==> src/core/smsp_defs.svh <==
// Purpose: Offsets, field positions, reset values and rate counts of the serial port.
// Assumes: APB byte addresses, 32-bit data, each register one aligned word.
// Notes: Tags below mark the logic that carries each rule.
// Operation
// - Eight bits out and in together
// - Most significant bit first, both directions
// - Only the master drives serial clock
// - Eighth bit copies byte, sets flags
// - Write during shifting dropped, collision set
// - Collision flag cleared only by software
// - Buffer read clears buffer full
// - Master buffer write starts transfer at once
// - Rate divide 4, 16, 64 or timer
// - Clock idle level from setting
// - Edge select presents data before edge
// - Master samples at middle or end
// - Master sleep freezes transfer, then resumes
// - Slave shifts one bit per pulse
// - Slave overrun sets flag, stops traffic
// - Enable activates; clear to reconfigure
// - Enabled port owns data and clock pins
// - Slave select from one of two pins
// - Master keeps sampling with output released
// - Shift register reachable only via buffer
// - Select high resets slave, floats output
// - Slave shifts in sleep, flags completion
`ifndef SMSP_DEFS_SVH
`define SMSP_DEFS_SVH
`define SMSP_OFF_CONTROL 8'h00
`define SMSP_OFF_STATUS 8'h04
`define SMSP_OFF_BUFFER 8'h08
`define SMSP_OFF_ALTPIN 8'h0C
`define SMSP_OFF_IRQ 8'h10
`define SMSP_CTL_COLL 7
`define SMSP_CTL_SOV 6
`define SMSP_CTL_EN 5
`define SMSP_CTL_IDLE 4
`define SMSP_STA_LATE 7
`define SMSP_STA_CKE 6
`define SMSP_STA_SDOREL 5
`define SMSP_STA_FULL 0
`define SMSP_MODE_DIV4 4'h0
`define SMSP_MODE_DIV16 4'h1
`define SMSP_MODE_DIV64 4'h2
`define SMSP_MODE_TIMER 4'h3
`define SMSP_MODE_SLV_SS 4'h4
`define SMSP_MODE_SLV 4'h5
`define SMSP_CONTROL_RST 8'h00
`define SMSP_HALF_DIV4 5'd2
`define SMSP_HALF_DIV16 5'd8
`define SMSP_HALF_DIV64 6'd32
`define SMSP_LAST_EDGE 5'd16
`endif

==> src/core/smsp_pkg.sv <==
// Purpose: Types shared by the serial port modules.
// Assumes: Constants come from smsp_defs.svh.
// Notes: Core state is one packed struct registered as a whole.
package smsp_pkg;
   typedef enum logic {MST_IDLE, MST_RUN} smsp_mst_e;
   typedef struct packed {
      smsp_mst_e mst;
      logic [4:0] edge_cnt;
      logic samp;
      logic [2:0] slv_cnt;
      logic slv_valid;
      logic sck_prev;
      logic [7:0] shreg;
      logic [7:0] xbuf;
      logic full;
      logic irq;
      logic coll;
      logic sov;
      logic en;
      logic idle;
      logic [3:0] mode;
      logic late;
      logic cke;
      logic sdo_rel;
      logic sel_pin;
      logic sck_q;
      logic sdo_q;
      logic [31:0] prdata;
   } smsp_core_s;
endpackage : smsp_pkg

==> src/core/smsp_rate_if.sv <==
// Purpose: Link between the port core and its bit-rate generator.
// Assumes: One clock domain.
// Notes: Tick marks one serial clock half period.
`timescale 1ns/1ps
interface smsp_rate_if;
   logic [1:0] rate_sel;
   logic run;
   logic timer_pulse;
   logic tick;
   modport core (output rate_sel, output run, output timer_pulse, input tick);
   modport gen (input rate_sel, input run, input timer_pulse, output tick);
endinterface : smsp_rate_if

==> src/core/smsp_port.sv <==
// Purpose: Eight-bit SPI port, master or slave, with an APB register file.
// Assumes: pclk is the oscillator; pins are asynchronous and are synchronised here.
// Notes: Zero-wait APB slave; read data is captured in the setup cycle.
`timescale 1ns/1ps
`include "smsp_defs.svh"
module smsp_port import smsp_pkg::*; (
   // Clock, reset and freeze.
   input wire logic pclk,
   input wire logic presetn,
   input wire logic ce,
   // APB slave.
   input wire logic psel,
   input wire logic penable,
   input wire logic pwrite,
   input wire logic [7:0] paddr,
   input wire logic [31:0] pwdata,
   output logic [31:0] prdata,
   output logic pready,
   output logic pslverr,
   // Device state and timer.
   input wire logic sleep,
   input wire logic timer_match,
   // Serial pins.
   input wire logic sck_in,
   output logic sck_out,
   output logic sck_oe,
   input wire logic serial_data_in,
   output logic serial_data_out,
   output logic sdo_oe,
   input wire logic ss_a_n,
   input wire logic ss_b_n
);
   smsp_core_s st_q, st_d;
   smsp_rate_if rif ();
   logic [3:0] pins_s;
   logic sck_s, sdi_s, ss_s;
   logic is_master, is_slave, ss_hold, busy;
   logic wr_acc, rd_setup, rd_acc, mapped;
   logic [4:0] tt;
   logic lead, trail, smp_now, shift_now, bit_in;
   logic done_m, done_s;
   logic [7:0] rx_byte;

   // Pin inputs pass two flops before any use.
   smsp_sync #(.W(4)) u_sync (
      .pclk(pclk),
      .presetn(presetn),
      .ce(ce),
      .d({sck_in, serial_data_in, ss_a_n, ss_b_n}),
      .q(pins_s)
   );
   assign sck_s = pins_s[3];
   assign sdi_s = pins_s[2];
   // The select source is chosen after synchronising both pins.
   assign ss_s = st_q.sel_pin ? pins_s[0] : pins_s[1];

   // Bit-rate generator; it stops ticking in sleep so the transfer freezes.
   assign rif.rate_sel = st_q.mode[1:0];
   assign rif.run = (st_q.mst == MST_RUN) && !sleep;
   assign rif.timer_pulse = timer_match;
   smsp_rate u_rate (
      .pclk(pclk),
      .presetn(presetn),
      .ce(ce),
      .rif(rif)
   );

   // Mode decode.
   assign is_master = st_q.en && (st_q.mode[3:2] == 2'b00);
   assign is_slave = st_q.en && ((st_q.mode == `SMSP_MODE_SLV_SS) || (st_q.mode == `SMSP_MODE_SLV));
   assign ss_hold = is_slave && (st_q.mode == `SMSP_MODE_SLV_SS) && ss_s;

   // A byte is in flight while the master runs or the slave has seen a clock.
   assign busy = (st_q.mst == MST_RUN) || (st_q.slv_cnt != 3'd0) || st_q.slv_valid;

   // APB decode: writes and read side effects act in the access phase only.
   assign mapped = (paddr == `SMSP_OFF_CONTROL) || (paddr == `SMSP_OFF_STATUS) ||
                   (paddr == `SMSP_OFF_BUFFER) || (paddr == `SMSP_OFF_ALTPIN) ||
                   (paddr == `SMSP_OFF_IRQ);
   assign wr_acc = psel && penable && pwrite && mapped;
   assign rd_setup = psel && !penable && !pwrite;
   assign rd_acc = psel && penable && !pwrite && (paddr == `SMSP_OFF_BUFFER);
   assign pready = 1'b1;
   assign pslverr = psel && penable && !mapped;

   // Master edge timing. Edges are numbered 1 to 16; odd ones leave the idle level.
   assign tt = st_q.edge_cnt + 5'd1;
   always_comb begin
      if (st_q.late) begin
         smp_now = st_q.cke ? !tt[0] : (tt[0] && tt != 5'd1) || tt == `SMSP_LAST_EDGE;
      end else begin
         smp_now = st_q.cke ? tt[0] : !tt[0];
      end
      // With edge select set the next bit is put out on the trailing edge, ahead of its edge.
      if (st_q.cke) shift_now = !tt[0] && tt != `SMSP_LAST_EDGE;
      else shift_now = tt[0] && tt != 5'd1;
   end

   // Slave edges from the synchronised clock, relative to the idle level.
   assign lead = (st_q.sck_prev == st_q.idle) && (sck_s != st_q.idle);
   assign trail = (st_q.sck_prev != st_q.idle) && (sck_s == st_q.idle);

   // Completion of the eighth bit in either role.
   assign done_m = is_master && (st_q.mst == MST_RUN) && rif.tick && tt == `SMSP_LAST_EDGE;
   assign done_s = is_slave && !ss_hold && !st_q.sov && (st_q.cke ? lead : trail) &&
                   st_q.slv_cnt == 3'd7;
   always_comb begin
      bit_in = (done_m && !smp_now) ? st_q.samp : sdi_s;
      rx_byte = {st_q.shreg[6:0], bit_in};
   end

   // Next-state logic for the whole core.
   always_comb begin
      st_d = st_q;
      st_d.sck_prev = sck_s;

      // Register writes.
      if (wr_acc && paddr == `SMSP_OFF_CONTROL) begin
         st_d.coll = st_q.coll && pwdata[`SMSP_CTL_COLL];
         st_d.sov = st_q.sov && pwdata[`SMSP_CTL_SOV];
         st_d.en = pwdata[`SMSP_CTL_EN];
         st_d.idle = pwdata[`SMSP_CTL_IDLE];
         st_d.mode = pwdata[3:0];
      end
      if (wr_acc && paddr == `SMSP_OFF_STATUS) begin
         st_d.late = pwdata[`SMSP_STA_LATE];
         st_d.cke = pwdata[`SMSP_STA_CKE];
         st_d.sdo_rel = pwdata[`SMSP_STA_SDOREL];
      end
      if (wr_acc && paddr == `SMSP_OFF_ALTPIN) begin
         st_d.sel_pin = pwdata[0];
      end
      if (wr_acc && paddr == `SMSP_OFF_IRQ) begin
         st_d.irq = st_q.irq && pwdata[0];
      end

      // Buffer write: loads the shifter when idle, else is dropped.
      if (wr_acc && paddr == `SMSP_OFF_BUFFER) begin
         if (busy) begin
            st_d.coll = 1'b1;
         end else begin
            st_d.xbuf = pwdata[7:0];
            st_d.shreg = pwdata[7:0];
            if (is_master) begin
               st_d.mst = MST_RUN;
               st_d.edge_cnt = 5'd0;
            end
         end
      end

      // Reading the buffer empties it; a same-cycle completion still sets it below.
      if (rd_acc) st_d.full = 1'b0;

      // Master shifting, one step per half period.
      if (is_master && st_q.mst == MST_RUN && rif.tick) begin
         st_d.edge_cnt = tt;
         if (smp_now) st_d.samp = sdi_s;
         if (shift_now) st_d.shreg = {st_q.shreg[6:0], smp_now ? sdi_s : st_q.samp};
         if (done_m) begin
            st_d.mst = MST_IDLE;
            st_d.edge_cnt = 5'd0;
            st_d.shreg = rx_byte;
            st_d.xbuf = rx_byte;
            st_d.full = 1'b1;
            st_d.irq = 1'b1;
         end
      end

      // Slave shifting on the external clock; it keeps going in sleep.
      if (is_slave && !ss_hold && !st_q.sov) begin
         if (st_q.cke ? trail : lead) begin
            if (st_q.slv_valid) begin
               st_d.shreg = {st_q.shreg[6:0], st_q.samp};
               st_d.slv_valid = 1'b0;
            end
         end
         if (st_q.cke ? lead : trail) begin
            if (done_s) begin
               st_d.slv_cnt = 3'd0;
               st_d.slv_valid = 1'b0;
               st_d.shreg = rx_byte;
               st_d.irq = 1'b1;
               if (st_q.full && !rd_acc) begin
                  st_d.sov = 1'b1;
               end else begin
                  st_d.xbuf = rx_byte;
                  st_d.full = 1'b1;
               end
            end else begin
               st_d.slv_cnt = st_q.slv_cnt + 3'd1;
               st_d.samp = sdi_s;
               st_d.slv_valid = 1'b1;
            end
         end
      end

      // Select high holds the slave bit logic in reset.
      if (ss_hold) begin
         st_d.slv_cnt = 3'd0;
         st_d.slv_valid = 1'b0;
      end

      // A disabled port, or one left in the wrong role, restarts at bit zero.
      if (!st_q.en || !is_master) begin
         st_d.mst = MST_IDLE;
         st_d.edge_cnt = 5'd0;
      end
      if (!st_q.en || !is_slave) begin
         st_d.slv_cnt = 3'd0;
         st_d.slv_valid = 1'b0;
      end

      // Pin drivers, registered. The clock idles at the chosen level.
      st_d.sck_q = st_d.idle ^ ((st_d.mst == MST_RUN) && st_d.edge_cnt[0]);
      st_d.sdo_q = st_d.shreg[7];

      // Read data is captured in the setup cycle and shown in the access cycle.
      if (rd_setup) begin
         st_d.prdata = 32'h0000_0000;
         unique case (paddr)
            `SMSP_OFF_CONTROL: st_d.prdata[7:0] = {st_q.coll, st_q.sov, st_q.en, st_q.idle, st_q.mode};
            `SMSP_OFF_STATUS: st_d.prdata[7:0] = {st_q.late, st_q.cke, st_q.sdo_rel, 4'h0, st_q.full};
            `SMSP_OFF_BUFFER: st_d.prdata[7:0] = st_q.xbuf;
            `SMSP_OFF_ALTPIN: st_d.prdata[0] = st_q.sel_pin;
            `SMSP_OFF_IRQ: st_d.prdata[0] = st_q.irq;
            default: st_d.prdata = 32'h0000_0000;
         endcase
      end
   end

   // State register; the clock enable freezes everything, the flags included.
   always_ff @(posedge pclk or negedge presetn) begin
      if (!presetn) begin
         st_q <= '0;
         st_q.mode <= 4'(`SMSP_CONTROL_RST);
      end else if (ce) begin
         st_q <= st_d;
      end
   end

   // Pin outputs. The clock is driven only by a master; a slave only listens.
   assign sck_out = st_q.sck_q;
   assign sck_oe = is_master;
   assign serial_data_out = st_q.sdo_q;
   // Releasing the data output leaves input sampling untouched.
   assign sdo_oe = (is_master || is_slave) && !st_q.sdo_rel && !ss_hold;
   assign prdata = st_q.prdata;
endmodule : smsp_port

==> src/core/smsp_sync.sv <==
// Purpose: Two-flop synchroniser for pin inputs.
// Assumes: Inputs are asynchronous to pclk.
// Notes: Only the second stage leaves this module.
`timescale 1ns/1ps
module smsp_sync #(parameter int W = 1) (
   // Clock and reset.
   input wire logic pclk,
   input wire logic presetn,
   input wire logic ce,
   // Data.
   input wire logic [W-1:0] d,
   output logic [W-1:0] q
);
   typedef struct packed {logic [W-1:0] s1; logic [W-1:0] s2;} smsp_sync_s;
   smsp_sync_s st_q, st_d;
   if (W < 1) begin : g_chk
      $error("Synchroniser width must be at least one.");
   end
   // The first stage feeds only the second stage.
   always_comb begin
      st_d = st_q;
      st_d.s1 = d;
      st_d.s2 = st_q.s1;
   end
   always_ff @(posedge pclk or negedge presetn) begin
      if (!presetn) st_q <= '0;
      else if (ce) st_q <= st_d;
   end
   assign q = st_q.s2;
endmodule : smsp_sync

==> src/core/smsp_rate.sv <==
// Purpose: Half period tick generator for master serial clock.
// Assumes: pclk is the oscillator; timer pulse is one pclk wide.
// Notes: Counter restarts whenever run is low.
`timescale 1ns/1ps
`include "smsp_defs.svh"
module smsp_rate (
   // Clock and reset.
   input wire logic pclk,
   input wire logic presetn,
   input wire logic ce,
   // Core link.
   smsp_rate_if.gen rif
);
   typedef struct packed {logic [4:0] cnt;} smsp_rate_s;
   smsp_rate_s st_q, st_d;
   logic [4:0] half;
   // One timer match is half of the timer-derived bit period.
   always_comb begin
      st_d = st_q;
      unique case (rif.rate_sel)
         2'd0: half = `SMSP_HALF_DIV4;
         2'd1: half = `SMSP_HALF_DIV16;
         default: half = 5'(`SMSP_HALF_DIV64 - 6'd1);
      endcase
      if (rif.rate_sel == 2'd2) rif.tick = rif.run && (st_q.cnt == half);
      else if (rif.rate_sel == 2'd3) rif.tick = rif.run && rif.timer_pulse;
      else rif.tick = rif.run && (st_q.cnt == half - 5'd1);
      if (!rif.run || rif.tick) st_d.cnt = 5'd0;
      else st_d.cnt = st_q.cnt + 5'd1;
   end
   always_ff @(posedge pclk or negedge presetn) begin
      if (!presetn) st_q <= '0;
      else if (ce) st_q <= st_d;
   end
endmodule : smsp_rate

==> config.mk <==
export PLATFORM = sky130hd
export DESIGN_NAME = smsp_port
export DESIGN_NICKNAME = d
export VERILOG_FILES = /design/src/core/smsp_pkg.sv /design/src/core/smsp_rate_if.sv /design/src/core/smsp_port.sv /design/src/core/smsp_sync.sv /design/src/core/smsp_rate.sv
export VERILOG_INCLUDE_DIRS = /design/src /design/src/core
export SDC_FILE = /design/constraint.sdc
export NUM_CORES = 1
export LEC_CHECK = 0
export BUFFER_PORTS_ARGS = -buffer_cell sky130_fd_sc_hd__clkbuf_2
export CAP_MARGIN = 30
export CORE_MARGIN = 4
export CORE_UTILIZATION = 55
export CTS_CLUSTER_DIAMETER = 200
export DETAILED_ROUTE_END_ITERATION = 10
export MAX_ROUTING_LAYER = met4
export PLACE_DENSITY = 0.81
export SLEW_MARGIN = 30
export SYNTH_ARGS = -nofsm -noshare
export SYNTH_HDL_FRONTEND = slang
export SYNTH_SLANG_ARGS = --single-unit
export TNS_END_PERCENT = 50
==> constraint.sdc <==
create_clock -name pclk -period 3.8 [get_ports pclk]
set_input_delay 1.14 -clock pclk [delete_from_list [all_inputs] [get_ports pclk]]
set_output_delay 1.14 -clock pclk [all_outputs]
set_load 0.01 [all_outputs]
==> results of run 1 <==
## final cells by class
type / count / area (um2)
fillers: 594 / 2564
multi-input cells: 303 / 2086
flip-flops and latches: 64 / 1602
repair buffers: 49 / 270.3
clock buffers: 9 / 123.9
well taps: 96 / 120.1
clock inverters: 7 / 103.9
inverters: 20 / 75.07
## registers in the layout, indices dropped and copies added (netlist names)
| name | cells |
|---|---|
| u_sync.st_d | 4 |
| u_sync.q | 4 |
| u_rate.st_q | 5 |
| prdata | 8 |
| rx_byte | 7 |
| sck_out | 1 |
| rif.rate_sel | 2 |
| st_q | 33 |
## power breakdown
part           internal [mW]  switching [mW]
Clock                  0.377           0.294
Sequential             0.698          0.0132
Combinational         0.0435          0.0773
## placed cells by master (no fill, tap or decap), drive strengths merged, types with 7 or more instances in the layout
cell type,n
a21oi,17
a2bb2oi,7
buf,9
clkbuf,49
conb,25
dfrtp,64
ha,7
inv,22
mux2,19
nand2,50
nand3,15
nor2,9
o211ai,12
o21ai,27
o22ai,10
## kinds of logic after synthesis
group,count (synthesis)
compound gates,122
xor+xnor,4
fa+ha+maj,7
buf+inv,71
flops,64
mux,25
other cells,2
simple gates,120
## worst max path at each step
stage | from | to | slack, ns | cells past startpoint
final | paddr[5] | pslverr | 0.27 | 6
after global routing | paddr[5] | pslverr | 0.21 | 6
after CTS | paddr[5] | pslverr | 0.27 | 6
after detailed placement | paddr[5] | pslverr | 0.30 | 6
after global placement | paddr[5] | pslverr | 0.31 | 6
after floorplan | paddr[5] | pslverr | 0.40 | 5
## per-stage QoR
step	util [%]	instance area (um2)
2_1_floorplan	-	4114
3_3_place_gp	59.77	4150
3_5_place_dp	59.80	4153
4_1_cts	63.08	4380
5_1_grt	63.08	4380
6_report	63.08	4380
## layer usage
layer | vias to the layer above | wire [um]
met1 | 1615 | 4154
met5 | - | 0
met2 | 181 | 4394
met3 | 28 | 770
li1 | 1556 | -
met4 | 0 | 223
## critical path, stage by stage
cell      delay (ns)
clkbuf_2        0.08
or4_4           0.61
nor2_1          0.15
and3_1          0.21
nor3_1          0.06
clkbuf_2        0.14
==> out/results.tsv, run 1 <==
stage	metric	value	unit
global_routing	met2_usage	36.63	%
route	drt-initial-drc-count	310	
flow_run	maxCapViolCount	0	
sta	fin_ws	0.2658	ns
logic_synthesis	synthTopCellsByArea	dfrtp_1, buf_4, mux2_2	
clock_network	cts_buffers	9	
clock_network	cts_resized	0	
placement	portBuffers	40	
clock_network	clk_latency	0.35	ns
logic_synthesis	synth_cells	415	
global_routing	grtUsageMet3	5.149	%
global_routing	grt_util_all_layers	23.53	%
placement	hpwl	6855	um
logic_synthesis	synth_top_family_by_area	compound AO/OA/AOI/OAI gates	
die	ioPinCount	90	
power	irDropWorstVdd	0.0003284	V
die	die_y	93.58	um
setup_path	reg2reg_from	rif.rate_sel[1]	
cells_and_area	area_growth	8.760	%
die	core_area	6944	um2
clock_network	clockBufferDepth	2	
placement	place.gp.congestion	0.9588	
logic_synthesis	yosys_warnings	0	
route	finalWirelength	9542	um
logic_synthesis	ys_ff_latch	64	
clock_network	cts_tree	done	
sta	finalSetupViolCount	0	
logic_synthesis	netlist_area	4028	um2
sta	maxSlewViolCount	0	
run_status	outcome	completed	
worst_hold_path	min_from	prdata[4]	
cells_and_area	layout.nets	506	
worst_hold_path	min_path_type	reg2reg	
global_routing	grt_max_degree	44	
sta	hold_viol_final	0	
setup_path	worstSetupPathType	in2out	
sta	worstMarginPinSlew	0.8933	ns
die	die_area	8756	um2
sta	grt_setup_unrepaired	false	
setup_path	required	2.66	ns
logic_synthesis	synth_seq_area_share	39.76	%
logic_synthesis	synth.avg_cell_area	9.705	um2
clock_network	htree_levels	3	
setup_path	reg2reg_slack	0.85	ns
cells_and_area	drive_gt1_share	22.79	%
clock_network	cts.repair_timing.setup_buffer_count	0	
setup_path	r2r-end	rx_byte[6]	
die	die_w	93.58	um
placement	dp_cells	532	
sta	finalWorstPathRequiredPeriod	3.534	ns
placement	place_ws	0.2954	ns
sta	finalClockSkew	0.01200	ns
cells_and_area	diodes	0	
global_routing	grt-ovfl-total	0	
route	post_drt_wl_per_cell	17.41	um
global_routing	grt_pass1_vias	3201	
cells_and_area	finalNonFillerCells	548	
route	dr.pass1.iters	6	
route	drc	0	
global_routing	use_met1	30.46	%
logic_synthesis	synth_mux_area_share	6.897	%
logic_synthesis	synthAdderAreaFrac	2.175	%
setup_path	cp-start-kind	input port	
sta	fmax	0.2829	GHz
setup_path	r2r_cells	6	
clock_network	clk_pin_slew	0.08	ns
logic_synthesis	synth_edf_count	0	
logic_synthesis	synth.distinct_cells	76	
sta	whs	0.4823	ns
setup_path	crit_arrival	2.39	ns
sta	fin_tns_setup	0	ns
power	power	1.504	mW
global_routing	top_usage_layer	met2	
worst_hold_path	holdPathStages	2	
logic_synthesis	yosysTopAreaCellShare	39.76	%
logic_synthesis	synthSimpleGateAreaFrac	16.96	%
setup_path	crit_fanout	6	
clock_network	numClockSinks	64	
route	avgViaCountPerCell	6.168	
logic_synthesis	synth_compound_area_share	22.55	%
logic_synthesis	synth_common_cells	dfrtp_1, nand2_1, buf_4	
global_routing	grt_pass1_wl	15810	um
die	row_count	30	
route	drtAntennaViolNets	0	
clock_network	root_buffer	clkbuf_8	
logic_synthesis	synth_xor_xnor_area_share	0.8698	%
power	p_leak	2.002	nW
sta	relSlewSlack	40.45	%
route	num_vias	3380	
clock_network	cts_hold_buf	0	
setup_path	endpoint_kind	output port	
power	p_per_area	343.3	nW/um2
logic_synthesis	async_flop_share	100.0	%
global_routing	antenna_found_initial	0	
worst_hold_path	hold_end	prdata[4]	
logic_synthesis	synth_most_common_cell	dfrtp_1	
sta	fin_crit_sh	93.01	%
logic_synthesis	synth_largest_area_cell	dfrtp_1	
die	initial_core_util	58.00	%
logic_synthesis	ys_dominant_reg_cell	dfrtp_1	
(Power assumes the default switching activity.)
==> run 2: changes to the inputs <==
clock period = 3.3 ns   (was 3.8 ns; I/O delays follow)
==> run 2 against run 1 <==
  * Final cell count increased by 1.1%
  * Via count down 0.71%
  * Combinational power increased by 13%
  * Global-route usage is 0.80 points lower
  * Die area stayed put
  * Final area rose by 1.1%
  * Clock skew decreased by 0.00051 ns
  * Highest routed layer unchanged
==> out/results.tsv, run 2 (same netlist as run 1, synthesis figures left out) <==
stage	metric	value	unit
setup_path	required	2.31	ns
sta	maxSlewViolCount	0	
cells_and_area	mostFrequentLayoutCell	dfrtp_1	
route	drc	0	
worst_hold_path	min_path_type	reg2reg	
route	drtAntennaViolNets	0	
clock_network	root_buffer	clkbuf_8	
placement	portBuffers	40	
sta	fmax	0.3147	GHz
cells_and_area	register_area	1602	um2
sta	grt_setup_unrepaired	false	
setup_path	r2r-end	rx_byte[6]	
clock_network	clk_pin_slew	0.07	ns
clock_network	cts_hold_buf	0	
placement	place.gp.congestion	0.9036	
clock_network	clk_latency	0.34	ns
clock_network	numClockSinks	64	
power	power	1.718	mW
global_routing	grt-ovfl-total	0	
setup_path	cp-start-kind	input port	
cells_and_area	final_cell_mix	dfrtp_1, nand2_1, clkbuf_2	
sta	hold_viol_final	0	
cells_and_area	finalCoreUtilization	63.77	%
cells_and_area	diodes	0	
route	drt-initial-drc-count	335	
setup_path	crit_arrival	2.19	ns
route	num_vias	3356	
flow_run	maxCapViolCount	0	
die	row_count	30	
die	ioPinCount	90	
power	p_per_area	387.9	nW/um2
cells_and_area	drive_gt1_share	24.02	%
run_status	outcome	completed	
global_routing	grt_pass1_wl	15230	um
cells_and_area	fillers	570	
cells_and_area	top_register	st_q	
sta	finalClockSkew	0.01149	ns
worst_hold_path	min_from	u_sync.st_d[2]	
global_routing	grt_util_all_layers	22.74	%
global_routing	grt_max_degree	65	
power	p_leak	2.027	nW
clock_network	clockBufferDepth	2	
setup_path	worstSetupPathType	in2out	
worst_hold_path	holdPathStages	2	
cells_and_area	area_growth	9.941	%
sta	worstMarginPinSlew	0.8170	ns
die	initial_core_util	58.00	%
placement	place_ws	0.1310	ns
global_routing	antenna_found_initial	0	
die	die_y	93.58	um
die	core_area	6944	um2
clock_network	cts_tree	done	
setup_path	crit_fanout	5	
setup_path	reg2reg_slack	0.75	ns
setup_path	r2r_cells	5	
sta	fin_ws	0.1222	ns
route	finalWirelength	9235	um
placement	hpwl	6672	um
route	avgViaCountPerCell	6.058	
sta	finalSetupViolCount	0	
sta	fin_crit_sh	96.30	%
sta	fin_tns_setup	0	ns
route	dr.pass1.iters	5	
die	die_area	8756	um2
cells_and_area	largest_reg_flops	33	
cells_and_area	layout.nets	512	
sta	finalWorstPathRequiredPeriod	3.178	ns
clock_network	htree_levels	3	
route	post_drt_wl_per_cell	16.67	um
power	irDropWorstVdd	0.0002976	V
die	die_w	93.58	um
setup_path	reg2reg_from	st_q[40]	
setup_path	endpoint_kind	output port	
sta	relSlewSlack	45.07	%
cells_and_area	multi_input_comb_area	2092	um2
worst_hold_path	hold_end	u_sync.q[2]	
global_routing	grt_pass1_vias	3051	
clock_network	cts_buffers	9	
==> run 2: cell types whose count changed in the layout (fill, tap and decap cells not counted) <==
cell	previous run	this run
buf_4	9	15
clkbuf_2	39	40
clkbuf_4	1	0
clkinv_4	3	2
clkinvlp_4	0	1
nor4bb_1	1	0
nor4bb_2	0	1
==> run 2: critical path: stages <==
cell      delay (ns)
clkbuf_2        0.08
or4_4           0.58
nor2_1          0.15
and3_1          0.20
nor3_1          0.06
clkbuf_2        0.13
==> run 2: per-stage QoR <==
stage               cells  hold WS [ns]  area [um2]
detailed placement    538        0.4676        4195
global placement      538        0.4609        4195
finish                554        0.4757        4428
CTS                   554        0.4799        4422
floorplan             438        0.4492        4114
global route          554        0.4983        4428
==> run 2: what timing repair did <==
item / 4_1_cts / 5_1_grt
buffers inserted: 0 / 0
resized for setup: 0 / 1
setup endpoints to repair: 0 / 1
==> run 2: worst max-delay path by stage <==
| stage | startpoint | endpoint | slack (ns) |
|---|---|---|---|
| after global routing | paddr[5] | pslverr | 0.09 |
| after global placement | paddr[5] | pslverr | 0.16 |
| after CTS | paddr[5] | pslverr | 0.13 |
| after detailed placement | paddr[5] | pslverr | 0.13 |
| after floorplan | paddr[5] | pslverr | 0.20 |
| final | paddr[5] | pslverr | 0.12 |
==> run 2: power breakdown <==
| group | internal (mW) | switching [mW] | leakage (nW) |
|---|---|---|---|
| sequential | 0.804 | 0.0141 | 0.825 |
| combinational | 0.0495 | 0.0879 | 1.09 |
| clock | 0.433 | 0.330 | 0.110 |
==> run 2: layout make-up <==
cell class | instances | share of cell area [%]
Clock buffer | 9 | 2.797
Clock inverter | 7 | 2.317
Inverter | 20 | 1.695
Multi-Input combinational cell | 303 | 47.25
Sequential cell | 64 | 36.17
Tap cell | 96 | 2.713
Timing Repair Buffer | 55 | 7.064
==> run 2: metal layers <==
layer	vias to the layer above	global-route usage (%)	part of all wire, %
met5	-	-	0
met3	10	5.712	7.0
met1	1634	31.70	45
met4	0	6.739	1.0
met2	145	32.94	47
li1	1567	-	-
==> run 3: changes to the inputs <==
CORE_UTILIZATION = 50   (was 55)
PLACE_DENSITY = 0.78   (was 0.81)
clock period = 2.6 ns   (was 3.3 ns; I/O delays follow)
==> run 3 against run 2 <==
  * The run now ends with setup timing left
  * Register-to-register slack got worse by 0.59 ns
  * Clock skew rose by 0.0020 ns
  * Critical path depth did not move
  * Non-clock buffer count rose by 28
  * Hold slack got worse by 0.047 ns
  * Final area rose by 6.4%
  * Flip-flop and latch count did not move
  * Sequential power rose by 27%
  * Critical path type unchanged
==> out/results.tsv, run 3 (same netlist as run 1, synthesis figures left out) <==
stage	metric	value	unit
power	p_switching	0.5617	mW
run_status	violations	setup timing	
sta	hold_viol_final	0	
worst_hold_path	min_path_type	in2async	
cells_and_area	register_area	1603	um2
setup_path	worstSetupPathType	in2out	
sta	grt_setup_unrepaired	true	
power	p_leak	2.189	nW
global_routing	met2_usage	32.63	%
sta	relSlewSlack	64.39	%
clock_network	clk_pin_slew	0.08	ns
route	post_drt_wl_per_cell	16.24	um
cells_and_area	diodes	0	
cells_and_area	mostFrequentLayoutCell	dfrtp_1	
cells_and_area	area_growth	16.99	%
setup_path	crit_fanout	6	
die	ioPinCount	90	
placement	hpwl	7084	um
power	p_comb_share	8.2	%
cells_and_area	fillers	646	
power	irDropWorstVdd	0.0006028	V
route	drc	0	
route	dr.pass1.iters	6	
route	drt-initial-drc-count	264	
clock_network	cts_tree	done	
sta	fmax	0.3699	GHz
run_status	outcome	finished with violations	
clock_network	htree_levels	3	
clock_network	cts_hold_buf	0	
global_routing	top_usage_layer	met2	
cells_and_area	drive_gt1_share	29.84	%
clock_network	numClockSinks	64	
placement	dpl-instance-area	4423	um2
sta	maxSlewViolCount	0	
clock_network	root_buffer	clkbuf_8	
die	core_area	7767	um2
die	die_w	97.75	um
route	avgViaCountPerCell	5.862	
setup_path	r2r_cells	9	
power	swShare	24.38	%
route	drtAntennaViolNets	0	
clock_network	cts_buffers	9	
die	row_count	32	
cells_and_area	top_register	st_q	
power	power	2.304	mW
global_routing	grtUsageMet3	5.214	%
cells_and_area	finalNonFillerCells	588	
sta	finalWorstPathRequiredPeriod	2.704	ns
die	die_area	9555	um2
global_routing	antenna_found_initial	0	
sta	finalSetupViolCount	1	
setup_path	cp-start-kind	input port	
global_routing	grt_pass1_vias	3263	
placement	dp_cells	570	
route	finalWirelength	9547	um
die	die_y	97.75	um
sta	fin_crit_sh	104.0	%
global_routing	grt-ovfl-total	0	
setup_path	endpoint_kind	output port	
cells_and_area	largest_reg_flops	33	
global_routing	use_met1	27.02	%
setup_path	required	1.82	ns
power	p_per_area	488.9	nW/um2
flow_run	maxCapViolCount	0	
placement	portBuffers	40	
cells_and_area	fin_area	4712	um2
sta	finalClockSkew	0.01349	ns
sta	fin_ws	-0.1038	ns
power	intPower	1.742	mW
clock_network	clk_latency	0.35	ns
cells_and_area	layout.nets	540	
sta	worstMarginPinSlew	0.5296	ns
cells_and_area	final_cell_mix	dfrtp_1, nand2_1, buf_4	
placement	place.gp.congestion	0.9544	
setup_path	crit_arrival	1.92	ns
power	power_frac_clock	46.7	%
clock_network	clockBufferDepth	2	
global_routing	grt_max_degree	65	
cells_and_area	multi_input_comb_area	2122	um2
die	initial_core_util	51.85	%
global_routing	grt_pass1_wl	15880	um
route	num_vias	3447	
global_routing	grt_util_all_layers	20.83	%
power	seqPwrFrac	45.1	%
[run 3: cell types whose count changed in the layout (fill, tap and decap cells not counted), sizes merged]
cell and delta:
clkinv -1, inv +1, buf +28, bufinv +1
clkinvlp -1
[run 3: routing by layer]
| layer | up-vias | wire (um) |
|---|---|---|
| met1 | 1645 | 4255 |
| met3 | 30 | 703 |
| met2 | 158 | 4353 |
| met5 | - | 0 |
| met4 | 0 | 235 |
| li1 | 1614 | - |
[run 3: worst paths after layout]
kind	start	to	slack, ns
worst max-delay path	paddr[5]	pslverr	-0.10
worst min-delay path	presetn	prdata[2]	0.43
worst max register to register	st_q[70]	rx_byte[3]	0.16
worst min register to register	prdata[0]	prdata[0]	0.48
max in group asynchronous	presetn	st_q[70]	1.86
min in group pclk	prdata[0]	prdata[0]	0.48
[run 3: cell type report]
cell class,count,area share [%]
Multi-Input combinational cell,303,45.03
Sequential cell,64,34.01
Timing Repair Buffer,83,11.36
Tap cell,102,2.708
Clock inverter,7,2.655
Inverter,20,1.593
Clock buffer,9,2.629
[run 3: power groups by stage]
stage                     combinational (mW)  sequential [mW]  clock [mW]
after CTS                              0.187             1.04        1.09
after global placement                 0.183             1.06           0
after detailed placement               0.186             1.06           0
after global routing                   0.209             1.04        1.15
final                                  0.188             1.04        1.08
after floorplan                        0.131             1.05           0
[run 3: repair_timing]
action | CTS | global route
setup buffers | 0 | 2
pin swaps | 1 | 2
endpoints found under the hold margin | 0 | 0
gates resized for setup | 0 | 6
setup endpoints to repair | 1 | 11
[run 3: through the flow]
| stage | worst slack (ns) | TNS (ns) | hold WS (ns) | util, % |
|---|---|---|---|---|
| 6_report | -0.1038 | -0.1038 | 0.4287 | 60.66 |
| 5_1_grt | -0.1429 | -0.1926 | 0.4312 | 60.66 |
| 4_1_cts | -0.1590 | -0.1590 | 0.4434 | 60.15 |
| 3_5_place_dp | -0.3181 | -4.089 | 0.4678 | 56.94 |
| 3_3_place_gp | -0.2780 | -3.670 | 0.4667 | 56.94 |
| 2_1_floorplan | -0.01295 | -0.03837 | 0.4492 | - |
[run 3: critical path, stage by stage]
cell and delay [ns]:
clkbuf_2 0.08, or4_4 0.59, nor2_4 0.12, and3_4 0.19, nor3_1 0.05, clkbuf_2 0.13
